File: src/inc/acs_pkg.sv
package acs_pkg;

	// Register byte offsets
	localparam logic [7:0] ACS_CTRL0_OFF = 8'h00;
	localparam logic [7:0] ACS_BUFSTAT_OFF = 8'h04;
	localparam logic [7:0] ACS_TIMING_OFF = 8'h08;
	localparam logic [7:0] ACS_TRIG_OFF = 8'h0C;
	localparam logic [7:0] ACS_CHSEL_OFF = 8'h10;
	localparam logic [7:0] ACS_IRQ_OFF = 8'h14;
	localparam logic [7:0] ACS_RESULT_OFF = 8'h18;

	// Control register zero fields
	localparam int ACS_POWER_BIT = 0;
	localparam int ACS_GO_BIT = 1;
	localparam int ACS_MODE_LSB = 2;
	localparam int ACS_MULTI_BIT = 4;
	localparam int ACS_CONT_BIT = 5;

	// Buffer status fields
	localparam int ACS_RDPTR_LSB = 0;
	localparam int ACS_OVF_BIT = 2;
	localparam int ACS_EMPTY_BIT = 3;

	// Timing register fields
	localparam int ACS_RATE_LSB = 0;
	localparam int ACS_ACQ_LSB = 4;
	localparam int ACS_DIV_LSB = 8;

	localparam int ACS_FLAG_BIT = 0;

	// Sequence modes
	localparam logic [1:0] ACS_SEQ_ONE = 2'h0;
	localparam logic [1:0] ACS_SEQ_TWO = 2'h1;
	localparam logic [1:0] ACS_SIM_ONE = 2'h2;
	localparam logic [1:0] ACS_SIM_TWO = 2'h3;

	// Timing in converter clock periods
	localparam logic [3:0] ACS_CONV_TADS = 4'hC;
	localparam logic [3:0] ACS_ACQ_MIN_TADS = 4'h2;

	localparam logic [1:0] ACS_RESP_OKAY = 2'h0;
	localparam logic [1:0] ACS_RESP_SLVERR = 2'h2;

	typedef enum logic [1:0]
	{
		ACS_IDLE = 2'h0,
		ACS_ACQ = 2'h1,
		ACS_CONV = 2'h3
	} acs_state_t;

endpackage

File: src/rtl/acs_sequencer.sv
// Operation
// Single mode converts one chosen group channel
// Single-shot sets flag after conversion ends
// Continuous loop flags per interrupt rate field
// Sequential one: group A then B
// Sequential two: groups A, B, C, D
// Simultaneous one: sample A,B together, convert both
// Simultaneous two adds C,D pair afterwards
// Writing go bit starts the sequence
// Five trigger enables; any enabled source starts
// Trigger sets go; completion clears it
// Software waits power-up settling before starting
// Acquisition lasts at least two periods
// Programmed acquisition time precedes each conversion
// Software polls go, flag or empty
// Conversion takes exactly twelve periods
// Sequential modes want acquisition of twelve
// Software sets enables, clears flag first
// Software reads results, clears flag, reconfigures
// Four-entry buffer; empty low when unread
// Overwriting unread entry sets overflow flag
// Read pointer names next entry returned
// Results fill consecutive entries in order
//
// Added by the designer: the address map and the AXI4-Lite interface to the registers.
`timescale 1ns/1ps
module acs_sequencer
	import acs_pkg::*;
(
	// Clock and reset
	input wire logic aclk,
	input wire logic aresetn,
	// AXI4-Lite slave
	input wire logic [7:0] s_axi_awaddr,
	input wire logic s_axi_awvalid,
	output logic s_axi_awready,
	input wire logic [31:0] s_axi_wdata,
	input wire logic [3:0] s_axi_wstrb,
	input wire logic s_axi_wvalid,
	output logic s_axi_wready,
	output logic [1:0] s_axi_bresp,
	output logic s_axi_bvalid,
	input wire logic s_axi_bready,
	input wire logic [7:0] s_axi_araddr,
	input wire logic s_axi_arvalid,
	output logic s_axi_arready,
	output logic [31:0] s_axi_rdata,
	output logic [1:0] s_axi_rresp,
	output logic s_axi_rvalid,
	input wire logic s_axi_rready,
	// Trigger sources
	input wire logic external_trigger_pin,
	input wire logic trig_timer_five,
	input wire logic trig_input_capture_one,
	input wire logic trig_compare_module_two,
	input wire logic trig_pwm_rise,
	// Converter core
	output logic adc_sample_a,
	output logic adc_sample_b,
	output logic [3:0] adc_chan_a,
	output logic [3:0] adc_chan_b,
	output logic adc_convert,
	output logic adc_convert_sel,
	input wire logic [9:0] adc_result
);

	typedef struct packed {
		acs_state_t state;
		logic [1:0] slot;
		logic holder;
		logic [7:0] tad_cnt;
		logic [3:0] ph;
		logic power;
		logic go;
		logic cont;
		logic multi;
		logic [1:0] seq_mode;
		logic [1:0] irq_rate;
		logic [3:0] acq_time;
		logic [7:0] tad_div;
		logic [4:0] trig_en;
		logic [7:0] chsel;
		logic irq_flag;
		logic ovf;
		logic [3:0] buf_valid;
		logic [3:0][9:0] buf_mem;
		logic [1:0] wr_ptr;
		logic [1:0] rd_ptr;
		logic [1:0] rate_cnt;
		logic [2:0] ext_sync;
		logic ext_level;
		logic have_aw;
		logic [7:0] aw_addr;
		logic have_w;
		logic [31:0] wdata;
		logic [3:0] wstrb;
		logic awready;
		logic wready;
		logic bvalid;
		logic [1:0] bresp;
		logic arready;
		logic rvalid;
		logic [31:0] rdata;
		logic [1:0] rresp;
		logic sample_a;
		logic sample_b;
		logic [3:0] chan_a;
		logic [3:0] chan_b;
		logic convert;
		logic conv_sel;
	} acs_regs_t;

	acs_regs_t r_reg;
	acs_regs_t r_next;

	function automatic logic [31:0] acs_merge(input logic [31:0] old, input logic [31:0] wd, input logic [3:0] st);
		logic [31:0] m;
		m = old;
		for (int i = 0; i < 4; i++)
		begin
			if (st[i])
				m[8*i +: 8] = wd[8*i +: 8];
		end
		return m;
	endfunction

	function automatic logic [3:0] acs_chan(input logic [1:0] grp, input logic [7:0] sel);
		return {grp, sel[2*grp +: 2]};
	endfunction

	// Group converted in a slot: single mode takes the mode field
	function automatic logic [1:0] acs_group(input logic multi, input logic [1:0] mode, input logic [1:0] slot);
		return multi ? slot : mode;
	endfunction

	logic [4:0] trig_pulse;
	logic tad_tick;
	logic [3:0] acq_len;
	logic [1:0] last_slot;
	logic simul;
	logic conv_done;
	logic seq_end;
	logic pop;
	logic [31:0] ctrl0_img;
	logic [31:0] timing_img;
	logic [31:0] wimg;

	always_comb
	begin
		r_next = r_reg;
		wimg = 32'h0;
		pop = 1'b0;
		// Middle flop alone feeds the third; change counts when they agree
		r_next.ext_sync = {r_reg.ext_sync[1:0], external_trigger_pin};
		if (r_reg.ext_sync[1] == r_reg.ext_sync[2])
			r_next.ext_level = r_reg.ext_sync[2];
		trig_pulse = {trig_pwm_rise, trig_compare_module_two, trig_input_capture_one, trig_timer_five,
			r_next.ext_level & ~r_reg.ext_level};
		tad_tick = (r_reg.tad_cnt == r_reg.tad_div);
		acq_len = (r_reg.acq_time < ACS_ACQ_MIN_TADS) ? ACS_ACQ_MIN_TADS : r_reg.acq_time;
		simul = r_reg.multi & r_reg.seq_mode[1];
		case ({r_reg.multi, r_reg.seq_mode})
			{1'b1, ACS_SEQ_ONE}: last_slot = 2'h1;
			{1'b1, ACS_SEQ_TWO}: last_slot = 2'h3;
			{1'b1, ACS_SIM_ONE}: last_slot = 2'h1;
			{1'b1, ACS_SIM_TWO}: last_slot = 2'h3;
			default: last_slot = 2'h0;
		endcase
		conv_done = (r_reg.state == ACS_CONV) && tad_tick && (r_reg.ph == ACS_CONV_TADS - 4'h1);
		seq_end = conv_done && (r_reg.slot == last_slot);

		// Read side of the bus; a result read pops the buffer
		if (r_reg.rvalid && s_axi_rready)
		begin
			r_next.rvalid = 1'b0;
			r_next.arready = 1'b1;
		end
		ctrl0_img = 32'h0;
		ctrl0_img[ACS_POWER_BIT] = r_reg.power;
		ctrl0_img[ACS_GO_BIT] = r_reg.go;
		ctrl0_img[ACS_MODE_LSB +: 2] = r_reg.seq_mode;
		ctrl0_img[ACS_MULTI_BIT] = r_reg.multi;
		ctrl0_img[ACS_CONT_BIT] = r_reg.cont;
		timing_img = 32'h0;
		timing_img[ACS_RATE_LSB +: 2] = r_reg.irq_rate;
		timing_img[ACS_ACQ_LSB +: 4] = r_reg.acq_time;
		timing_img[ACS_DIV_LSB +: 8] = r_reg.tad_div;
		if (s_axi_arvalid && r_reg.arready)
		begin
			r_next.arready = 1'b0;
			r_next.rvalid = 1'b1;
			r_next.rresp = ACS_RESP_OKAY;
			r_next.rdata = 32'h0;
			case (s_axi_araddr)
				ACS_CTRL0_OFF: r_next.rdata = ctrl0_img;
				ACS_BUFSTAT_OFF:
				begin
					r_next.rdata[ACS_RDPTR_LSB +: 2] = r_reg.rd_ptr;
					r_next.rdata[ACS_OVF_BIT] = r_reg.ovf;
					r_next.rdata[ACS_EMPTY_BIT] = ~|r_reg.buf_valid;
				end
				ACS_TIMING_OFF: r_next.rdata = timing_img;
				ACS_TRIG_OFF: r_next.rdata[4:0] = r_reg.trig_en;
				ACS_CHSEL_OFF: r_next.rdata[7:0] = r_reg.chsel;
				ACS_IRQ_OFF: r_next.rdata[ACS_FLAG_BIT] = r_reg.irq_flag;
				ACS_RESULT_OFF:
				begin
					r_next.rdata[9:0] = r_reg.buf_mem[r_reg.rd_ptr];
					pop = r_reg.buf_valid[r_reg.rd_ptr];
				end
				default: r_next.rresp = ACS_RESP_SLVERR;
			endcase
		end
		if (pop)
		begin
			r_next.buf_valid[r_reg.rd_ptr] = 1'b0;
			r_next.rd_ptr = r_reg.rd_ptr + 2'h1;
		end

		// Sequencer; hardware clears go before software and triggers act
		r_next.tad_cnt = tad_tick ? 8'h0 : r_reg.tad_cnt + 8'h1;
		case (r_reg.state)
			ACS_IDLE:
			begin
				if (r_reg.go && r_reg.power)
				begin
					r_next.state = ACS_ACQ;
					r_next.slot = 2'h0;
					r_next.ph = 4'h0;
					r_next.tad_cnt = 8'h0;
					r_next.rate_cnt = 2'h0;
					r_next.holder = 1'b0;
				end
			end
			ACS_ACQ:
			begin
				if (tad_tick)
					r_next.ph = r_reg.ph + 4'h1;
				if (tad_tick && (r_reg.ph == acq_len - 4'h1))
				begin
					r_next.state = ACS_CONV;
					r_next.ph = 4'h0;
					r_next.holder = 1'b0;
				end
			end
			ACS_CONV:
			begin
				if (tad_tick)
					r_next.ph = r_reg.ph + 4'h1;
				if (conv_done)
				begin
					r_next.ph = 4'h0;
					r_next.slot = r_reg.slot + 2'h1;
					// Second holder of a pair converts without a new acquisition
					if (simul && !r_reg.slot[0])
					begin
						r_next.holder = 1'b1;
					end
					else
					begin
						// Release the hold so the next pair tracks its own channels
						r_next.holder = 1'b0;
						r_next.state = ACS_ACQ;
					end
					if (seq_end)
					begin
						r_next.slot = 2'h0;
						if (r_reg.cont)
							r_next.state = ACS_ACQ;
						else
						begin
							r_next.state = ACS_IDLE;
							r_next.go = 1'b0;
							r_next.irq_flag = 1'b1;
						end
					end
				end
			end
			default: r_next.state = ACS_IDLE;
		endcase
		// Continuous loop flags every (rate+1) results rather than every one
		if (conv_done && r_reg.cont)
		begin
			r_next.rate_cnt = r_reg.rate_cnt + 2'h1;
			if (r_reg.rate_cnt == r_reg.irq_rate)
			begin
				r_next.irq_flag = 1'b1;
				r_next.rate_cnt = 2'h0;
			end
		end
		if (conv_done)
		begin
			r_next.buf_mem[r_reg.wr_ptr] = adc_result;
			r_next.buf_valid[r_reg.wr_ptr] = 1'b1;
			r_next.wr_ptr = r_reg.wr_ptr + 2'h1;
		end

		// Write side of the bus
		if (s_axi_awvalid && r_reg.awready)
		begin
			r_next.have_aw = 1'b1;
			r_next.aw_addr = s_axi_awaddr;
		end
		if (s_axi_wvalid && r_reg.wready)
		begin
			r_next.have_w = 1'b1;
			r_next.wdata = s_axi_wdata;
			r_next.wstrb = s_axi_wstrb;
		end
		if (r_reg.bvalid && s_axi_bready)
			r_next.bvalid = 1'b0;
		if (r_reg.have_aw && r_reg.have_w && !r_reg.bvalid)
		begin
			r_next.have_aw = 1'b0;
			r_next.have_w = 1'b0;
			r_next.bvalid = 1'b1;
			r_next.bresp = ACS_RESP_OKAY;
			case (r_reg.aw_addr)
				ACS_CTRL0_OFF:
				begin
					wimg = acs_merge(ctrl0_img, r_reg.wdata, r_reg.wstrb);
					r_next.power = wimg[ACS_POWER_BIT];
					r_next.go = wimg[ACS_GO_BIT] & wimg[ACS_POWER_BIT];
					r_next.seq_mode = wimg[ACS_MODE_LSB +: 2];
					r_next.multi = wimg[ACS_MULTI_BIT];
					r_next.cont = wimg[ACS_CONT_BIT];
					if (!r_next.go)
						r_next.state = ACS_IDLE;
				end
				ACS_BUFSTAT_OFF:
				begin
					if (r_reg.wstrb[0] && r_reg.wdata[ACS_OVF_BIT])
						r_next.ovf = 1'b0;
				end
				ACS_TIMING_OFF:
				begin
					wimg = acs_merge(timing_img, r_reg.wdata, r_reg.wstrb);
					r_next.irq_rate = wimg[ACS_RATE_LSB +: 2];
					r_next.acq_time = wimg[ACS_ACQ_LSB +: 4];
					r_next.tad_div = wimg[ACS_DIV_LSB +: 8];
				end
				ACS_TRIG_OFF:
				begin
					if (r_reg.wstrb[0])
						r_next.trig_en = r_reg.wdata[4:0];
				end
				ACS_CHSEL_OFF:
				begin
					if (r_reg.wstrb[0])
						r_next.chsel = r_reg.wdata[7:0];
				end
				ACS_IRQ_OFF:
				begin
					if (r_reg.wstrb[0] && r_reg.wdata[ACS_FLAG_BIT])
						r_next.irq_flag = 1'b0;
				end
				ACS_RESULT_OFF: ;
				default: r_next.bresp = ACS_RESP_SLVERR;
			endcase
		end
		// Hardware sets win over clears in the same cycle
		if (conv_done && r_reg.buf_valid[r_reg.wr_ptr] && !(pop && r_reg.rd_ptr == r_reg.wr_ptr))
			r_next.ovf = 1'b1;
		if (conv_done && r_reg.cont && r_reg.rate_cnt == r_reg.irq_rate)
			r_next.irq_flag = 1'b1;
		if (seq_end && !r_reg.cont)
			r_next.irq_flag = 1'b1;
		if (|(trig_pulse & r_reg.trig_en) && r_reg.power && r_reg.state == ACS_IDLE)
			r_next.go = 1'b1;
		r_next.awready = !r_next.have_aw && !r_next.bvalid;
		r_next.wready = !r_next.have_w && !r_next.bvalid;

		// Core drive, registered from the next state
		r_next.sample_a = (r_next.state == ACS_ACQ);
		r_next.sample_b = (r_next.state == ACS_ACQ) && r_next.multi && r_next.seq_mode[1];
		r_next.convert = (r_next.state == ACS_CONV);
		r_next.conv_sel = r_next.holder;
		r_next.chan_a = acs_chan(acs_group(r_next.multi, r_next.seq_mode, r_next.slot), r_next.chsel);
		r_next.chan_b = acs_chan(r_next.slot + 2'h1, r_next.chsel);
		if (r_next.holder)
			r_next.chan_a = r_reg.chan_a;
		if (r_next.holder)
			r_next.chan_b = r_reg.chan_b;
	end

	always_ff @(posedge aclk)
	begin
		if (!aresetn)
		begin
			r_reg <= '0;
			r_reg.state <= ACS_IDLE;
			r_reg.awready <= 1'b1;
			r_reg.wready <= 1'b1;
			r_reg.arready <= 1'b1;
		end
		else
			r_reg <= r_next;
	end

	assign s_axi_awready = r_reg.awready;
	assign s_axi_wready = r_reg.wready;
	assign s_axi_bvalid = r_reg.bvalid;
	assign s_axi_bresp = r_reg.bresp;
	assign s_axi_arready = r_reg.arready;
	assign s_axi_rvalid = r_reg.rvalid;
	assign s_axi_rdata = r_reg.rdata;
	assign s_axi_rresp = r_reg.rresp;
	assign adc_sample_a = r_reg.sample_a;
	assign adc_sample_b = r_reg.sample_b;
	assign adc_chan_a = r_reg.chan_a;
	assign adc_chan_b = r_reg.chan_b;
	assign adc_convert = r_reg.convert;
	assign adc_convert_sel = r_reg.conv_sel;

	// Helper counters for the checks below
	logic [11:0] conv_cyc;
	logic [11:0] samp_cyc;
	always_ff @(posedge aclk)
	begin
		if (!aresetn)
		begin
			conv_cyc <= 12'h0;
			samp_cyc <= 12'h0;
		end
		else
		begin
			// Restart at each result; a pair keeps convert high throughout
			conv_cyc <= (adc_convert && !conv_done) ? conv_cyc + 12'h1 : 12'h0;
			samp_cyc <= adc_sample_a ? samp_cyc + 12'h1 : 12'h0;
		end
	end
endmodule

File: config.mk
export PLATFORM = sky130hd
export DESIGN_NAME = acs_sequencer
export DESIGN_NICKNAME = d
export VERILOG_FILES = /design/src/inc/acs_pkg.sv /design/src/rtl/acs_sequencer.sv
export SDC_FILE = /design/constraint.sdc
export NUM_CORES = 1
export LEC_CHECK = 0
export BUFFER_PORTS_ARGS = -buffer_cell sky130_fd_sc_hd__buf_2
export CORE_ASPECT_RATIO = 1.5
export CORE_MARGIN = 4
export CORE_UTILIZATION = 45
export DETAILED_ROUTE_END_ITERATION = 6
export HOLD_SLACK_MARGIN = 0.12
export PLACE_DENSITY = 0.75
export SETUP_SLACK_MARGIN = 0.5
export SLEW_MARGIN = 30
export SYNTH_ARGS = -nofsm -noshare
export SYNTH_HDL_FRONTEND = slang
export SYNTH_SLANG_ARGS = --single-unit
File: constraint.sdc
create_clock -name aclk -period 3.99 [get_ports aclk]
set_input_delay 0.1995 -clock aclk [delete_from_list [all_inputs] [get_ports aclk]]
set_output_delay 0.1995 -clock aclk [all_outputs]
set_load 0.05 [all_outputs]
* After elaboration in Yosys (flattened, before gate mapping)
Cells that the tools add are included.
** Storage, ports and cells
- Bits in registers :: 204
- Bits in latches :: 0
- RAM bits :: 0
- Bits in read-only memories :: 0
- Input bits :: 74
- Output and inout bits :: 53
- Word-level logic and storage cells :: 249
- Memories kept :: 0
** Operators by class
- $add $sub $neg :: 8
- Multipliers :: 0
- Div/mod/pow operators :: 0
- $lt $le $gt $ge :: 5
- Equal/unequal tests :: 29
- Shift operators :: 2
- Muxes and demuxes :: 91
- Bitwise gates (word level) :: 8
- Reductions and logical operators :: 61
** Operators by type and width (count)
- == test 8 x 5 -> 1 bit (second input constant) :: 6
- two-way mux 8 bit :: 6
- two-way mux 46 bit :: 1
- bitwise mux 40 bit :: 1
- two-way mux 37 bit :: 1
- two-way mux 36 bit :: 1
- two-way mux 34 bit :: 1
- == test 8 x 4 -> 1 bit (second input constant) :: 4
- two-way mux 1 bit :: 31
- logical AND 1 bit :: 29
- two-way mux 2 bit :: 13
- two-way mux 4 bit :: 6
- two-way mux 6 bit :: 4
- binary-select mux 10 bit (select 2 bit) :: 1
- demux 10 bit (select 2 bit) :: 1
- two-way mux 10 bit :: 2
- two-way mux 5 bit :: 4
- one-hot mux 3 bit (6 select lines) :: 1
- two-way mux 17 bit :: 1
- == test 8 x 3 -> 1 bit (second input constant) :: 2
- logical NOT 8 bit :: 2
- indexed part select 8 x 4 -> 2 bit :: 2
- AND reduction 3 bit :: 5
- two-way mux 14 bit :: 1
- 43 further kinds :: 78

* Logic depth before layout (Yosys ltp)
- Depth in word-level cells :: 15
- Mapped depth :: 13
- Mapped depth without buffers :: 11

* Worst setup path before layout
No wires, ideal clock.
- Path type :: reg2reg
- Start point :: register r_reg[91] (netlist bit)
- End point :: register r_reg, in the netlist adc_chan_a[0]
- Library setup time :: 70 ps
- Arrival :: 2844 ps
- Data required time :: 3920 ps
- Path slack :: 1076 ps
- Cell stages (with the launch flop) :: 8
- Path buffers :: 0
- Clock period less this slack :: 2914 ps
- Cell sequence :: dfxtp_1 or4_1 or4b_4 nor4_4 o221ai_1 o21ai_2 mux4_2 a21oi_1
** Between the ends
- Cells in the longest elaborated chain, start to end :: 5
- Elaborated cells between the ends (all ways) :: 7
- Classes of those cells :: 1 x eq/ne; 1 x shift; 4 x mux; 1 x reduce/logical
** Ends and longest elaborated chain
- start: declaration :: line acs_sequencer.sv:113 : acs_regs_t r_reg;
- start signal: assignment :: line acs_sequencer.sv:397 : r_reg <= r_next;
- logical NOT 8 bit :: line acs_sequencer.sv:318 : case (r_reg.aw_addr)
- two-way mux 5 bit :: line acs_sequencer.sv:318
- two-way mux 34 bit * :: line acs_sequencer.sv:312 : if (r_reg.have_aw && r_reg.have_w && !r_reg.bvalid)
- two-way mux 2 bit :: line acs_sequencer.sv:133 : return multi ? slot : mode;
- indexed part select 8 x 4 -> 2 bit * :: line acs_sequencer.sv:128 : return {grp, sel[2*grp +: 2]};
Every way passes the cells marked *; elsewhere a longest branch is shown, timed or not. The select of a mux whose other input is x is not followed.
A chain may end at the register's enable or synchronous reset.

* Final worst setup path
- Start point :: register r_reg[91] (netlist bit)
- End point :: register r_reg, in the netlist adc_chan_a[1]
The elaborated chain is that of the path after synthesis.

==> results.py <==
metrics = {
    "grt": {
        "met2_usage": 0.372,
        "busiest_layer": "met2",
        "met1_usage": 0.216,
        "grt_max_degree": 95,
        "grt.met3_usage": 0.0467,
        "grtUsageTotal": 0.204,
        "grt_pass1_wl_um": 31400,
        "antenna_found_initial": 1,
        "overflow": 0,
        "grt_pass1_vias": 6368,
    },
    "timing": {
        "post-route-period-util": 0.809,
        "fmax_ghz": 0.310,
        "final_max_slew_viol_count": 0,
        "final.min_clock_period_ns": 3.23,
        "tightest_slew_ns": 0.956,
        "finClkSkew_ns": 0.0146,
        "tns_ns": 0,
        "slew_headroom": 0.363,
        "rsz0062_at_grt": "false",
        "setup_viol_count_final": 0,
        "hold_viol_final": 0,
        "setup_ws_ns": 0.763,
    },
    "clock_network": {
        "hold_buffers": 39,
        "clock_latency_ns": 0.43,
        "cts_tree": "yes",
        "cts_buffer_depth": 2,
        "cts.sinks": 168,
        "cts_resized": 0,
        "post_cts_buffers": 0,
        "htreeDepth": 4,
        "clkTransAtPathRegs_ns": 0.07,
        "cts_buffers": 17,
        "cts-root-buf": "clkbuf_16",
    },
    "cells_and_area": {
        "nFillCells": 1527,
        "nNetsFinal": 1082,
        "drive_above_1_share": 0.157,
        "fin_cells": 1217,
        "final_util": 0.539,
        "fin_area_mm2": 0.00911,
        "seqCellArea_mm2": 0.00336,
        "syn2layout_area_growth_pct": 16.7,
        "multi_input_area_mm2": 0.00392,
    },
    "yosys": {
        "syn_area_mm2": 0.00781,
        "ys_seq_elements": 168,
        "synthAdderAreaFrac": 0.0240,
        "ys.warnings.count": 0,
        "async_flop_share": 0,
        "synth_top_cell_area_share": 0.431,
        "ys.flop_type": "dfxtp_1",
        "synth-simple-area-share": 0.201,
        "ys_seq_area_frac": 0.431,
        "yosysMostFrequentCell": "dfxtp_1",
        "synth-xor-area-share": 0.0337,
        "synth_common_cells": "168 x dfxtp_1, 166 x nand2_1, 110 x nor2_1",
        "synth_cell_types": 56,
        "yosys-top-cells-area": "dfxtp_1 43%, nand2_1 8.0%, mux2i_1 6.3%",
        "yosys.area.top_type": "dfxtp_1",
        "synth.area.mux_share": 0.110,
        "synth_compound_area_frac": 0.124,
        "syn_avg_cell_area_um2": 8.54,
        "synth_edf_count": 0,
        "synth_top_family_by_area": "simple AND/OR/NAND/NOR gates",
        "netlist_instances": 914,
    },
    "place": {
        "dp_slack_ns": 0.763,
        "numPlacedInstances": 1145,
        "placed_cell_area_mm2": 0.00813,
        "gp_congestion": 0.891,
        "portBuffers": 90,
        "place_hpwl_um": 14000,
    },
    "floorplanning": {
        "ios": 127,
        "die_x_um": 116,
        "die_area_mm2": 0.0196,
        "start_util": 0.462,
        "coreArea_mm2": 0.0169,
        "floorplan.rows": 58,
        "die_y_um": 169,
    },
    "worst_setup_path": {
        "path_max_fanout": 9,
        "critPathKind": "reg2reg",
        "end_kind": "flip-flop",
        "arrival_ns": 3.59,
        "critPathLaunchType": "flip-flop",
        "worstPathRequired_ns": 4.35,
    },
    "detailed_routing": {
        "ant_nets": 0,
        "post-route-drc-count": 2,
        "first_pass_iters": 7,
        "viasPerCell": 5.37,
        "vias": 6531,
        "drt-initial-drc-count": 375,
        "wl_per_cell_um": 16.3,
        "totalWireLength_um": 19800,
    },
    "pwr": {
        "leakage_nw": 3.59,
        "vdd.ir_drop.worst_mv": 0.203,
        "power_density_mw_per_mm2": 400,
    },
    "worst_hold_path": {
        "hp-class": "in2reg",
    },
    "status": {
        "status": "finished with violations",
        "violations": "DRC",
    },
    "job": {
        "max-cap-violations": 0,
    },
}
[metal layers]
metal / vias to the layer above / routed length, um
met1: 3075 / 7520
met5: - / 0
li1: 3224 / -
met4: 0 / 818
met3: 55 / 790
met2: 177 / 10700
[critical path, cell delays in order (launching register included)]
cell	delay, ns
dfxtp_1	0.32
or4_1	0.56
or4b_4	0.58
nor4_4	0.57
o221ai_1	0.28
o21ai_2	0.18
mux4_2	0.54
a21oi_1	0.14
[cells by family (layout without fill, tap and decap cells)]
group           count (synthesis)  after routing
compound gates                165            165
buf+inv                       113            188
xor+xnor                       30             30
mux                            67             67
flops                         168            168
fa+ha+maj                      15             15
other cells                     1             19
simple gates                  355            355
[cell usage in the layout, fill, tap and decap left out, drive strengths merged, types with 8 or more instances in the layout]
| cell | count |
|---|---|
| nand3 | 17 |
| o21ai | 23 |
| nand2 | 166 |
| ha | 15 |
| a31oi | 9 |
| xnor2 | 21 |
| nor2 | 110 |
| dfxtp | 168 |
| dlygate4sd3 | 39 |
| clkbuf | 17 |
| and2 | 11 |
| a21oi | 91 |
| buf | 97 |
| mux4 | 15 |
| inv | 27 |
| mux2i | 49 |
| a22oi | 13 |
| xor2 | 9 |
| conb | 18 |
| nor3 | 8 |
[per-stage QoR]
stage	hold WS (ns)	power [mW]
2_1_floorplan	0.327	1.99
3_3_place_gp	0.408	2.05
3_5_place_dp	0.411	2.05
4_1_cts	0.164	3.66
5_1_grt	0.175	3.77
6_report	0.176	3.65
[power breakdown]
part | leakage [nW] | total [mW] | switching (mW) | internal [mW]
registers | 1.36 | 1.75 | 0.0362 | 1.71
clock network | 0.284 | 1.60 | 0.762 | 0.835
logic | 1.95 | 0.300 | 0.203 | 0.0968
total | 3.59 | 3.65 | 1.00 | 2.64
[cell type report]
class / instances / area share
clock buffer: 17 / 0.0467
antenna: 1 / 0.000275
timing repair buffer: 136 / 0.0981
inverter: 20 / 0.00852
multi-input combinational: 650 / 0.431
sequential: 168 / 0.369
tap: 210 / 0.0289
clock inverter: 15 / 0.0177
[worst paths after layout]
path | startpoint | endpoint | slack, ns | cells past startpoint
max | r_reg[91] | adc_chan_a[1] | 0.76 | 7
min | aresetn | s_axi_arready | 0.18 | 2
max reg2reg | r_reg[91] | adc_chan_a[1] | 0.76 | 7
min reg2reg | r_next[101] | r_next[102] | 0.44 | 1
No activity file was read; power rests on OpenSTA's default activity.
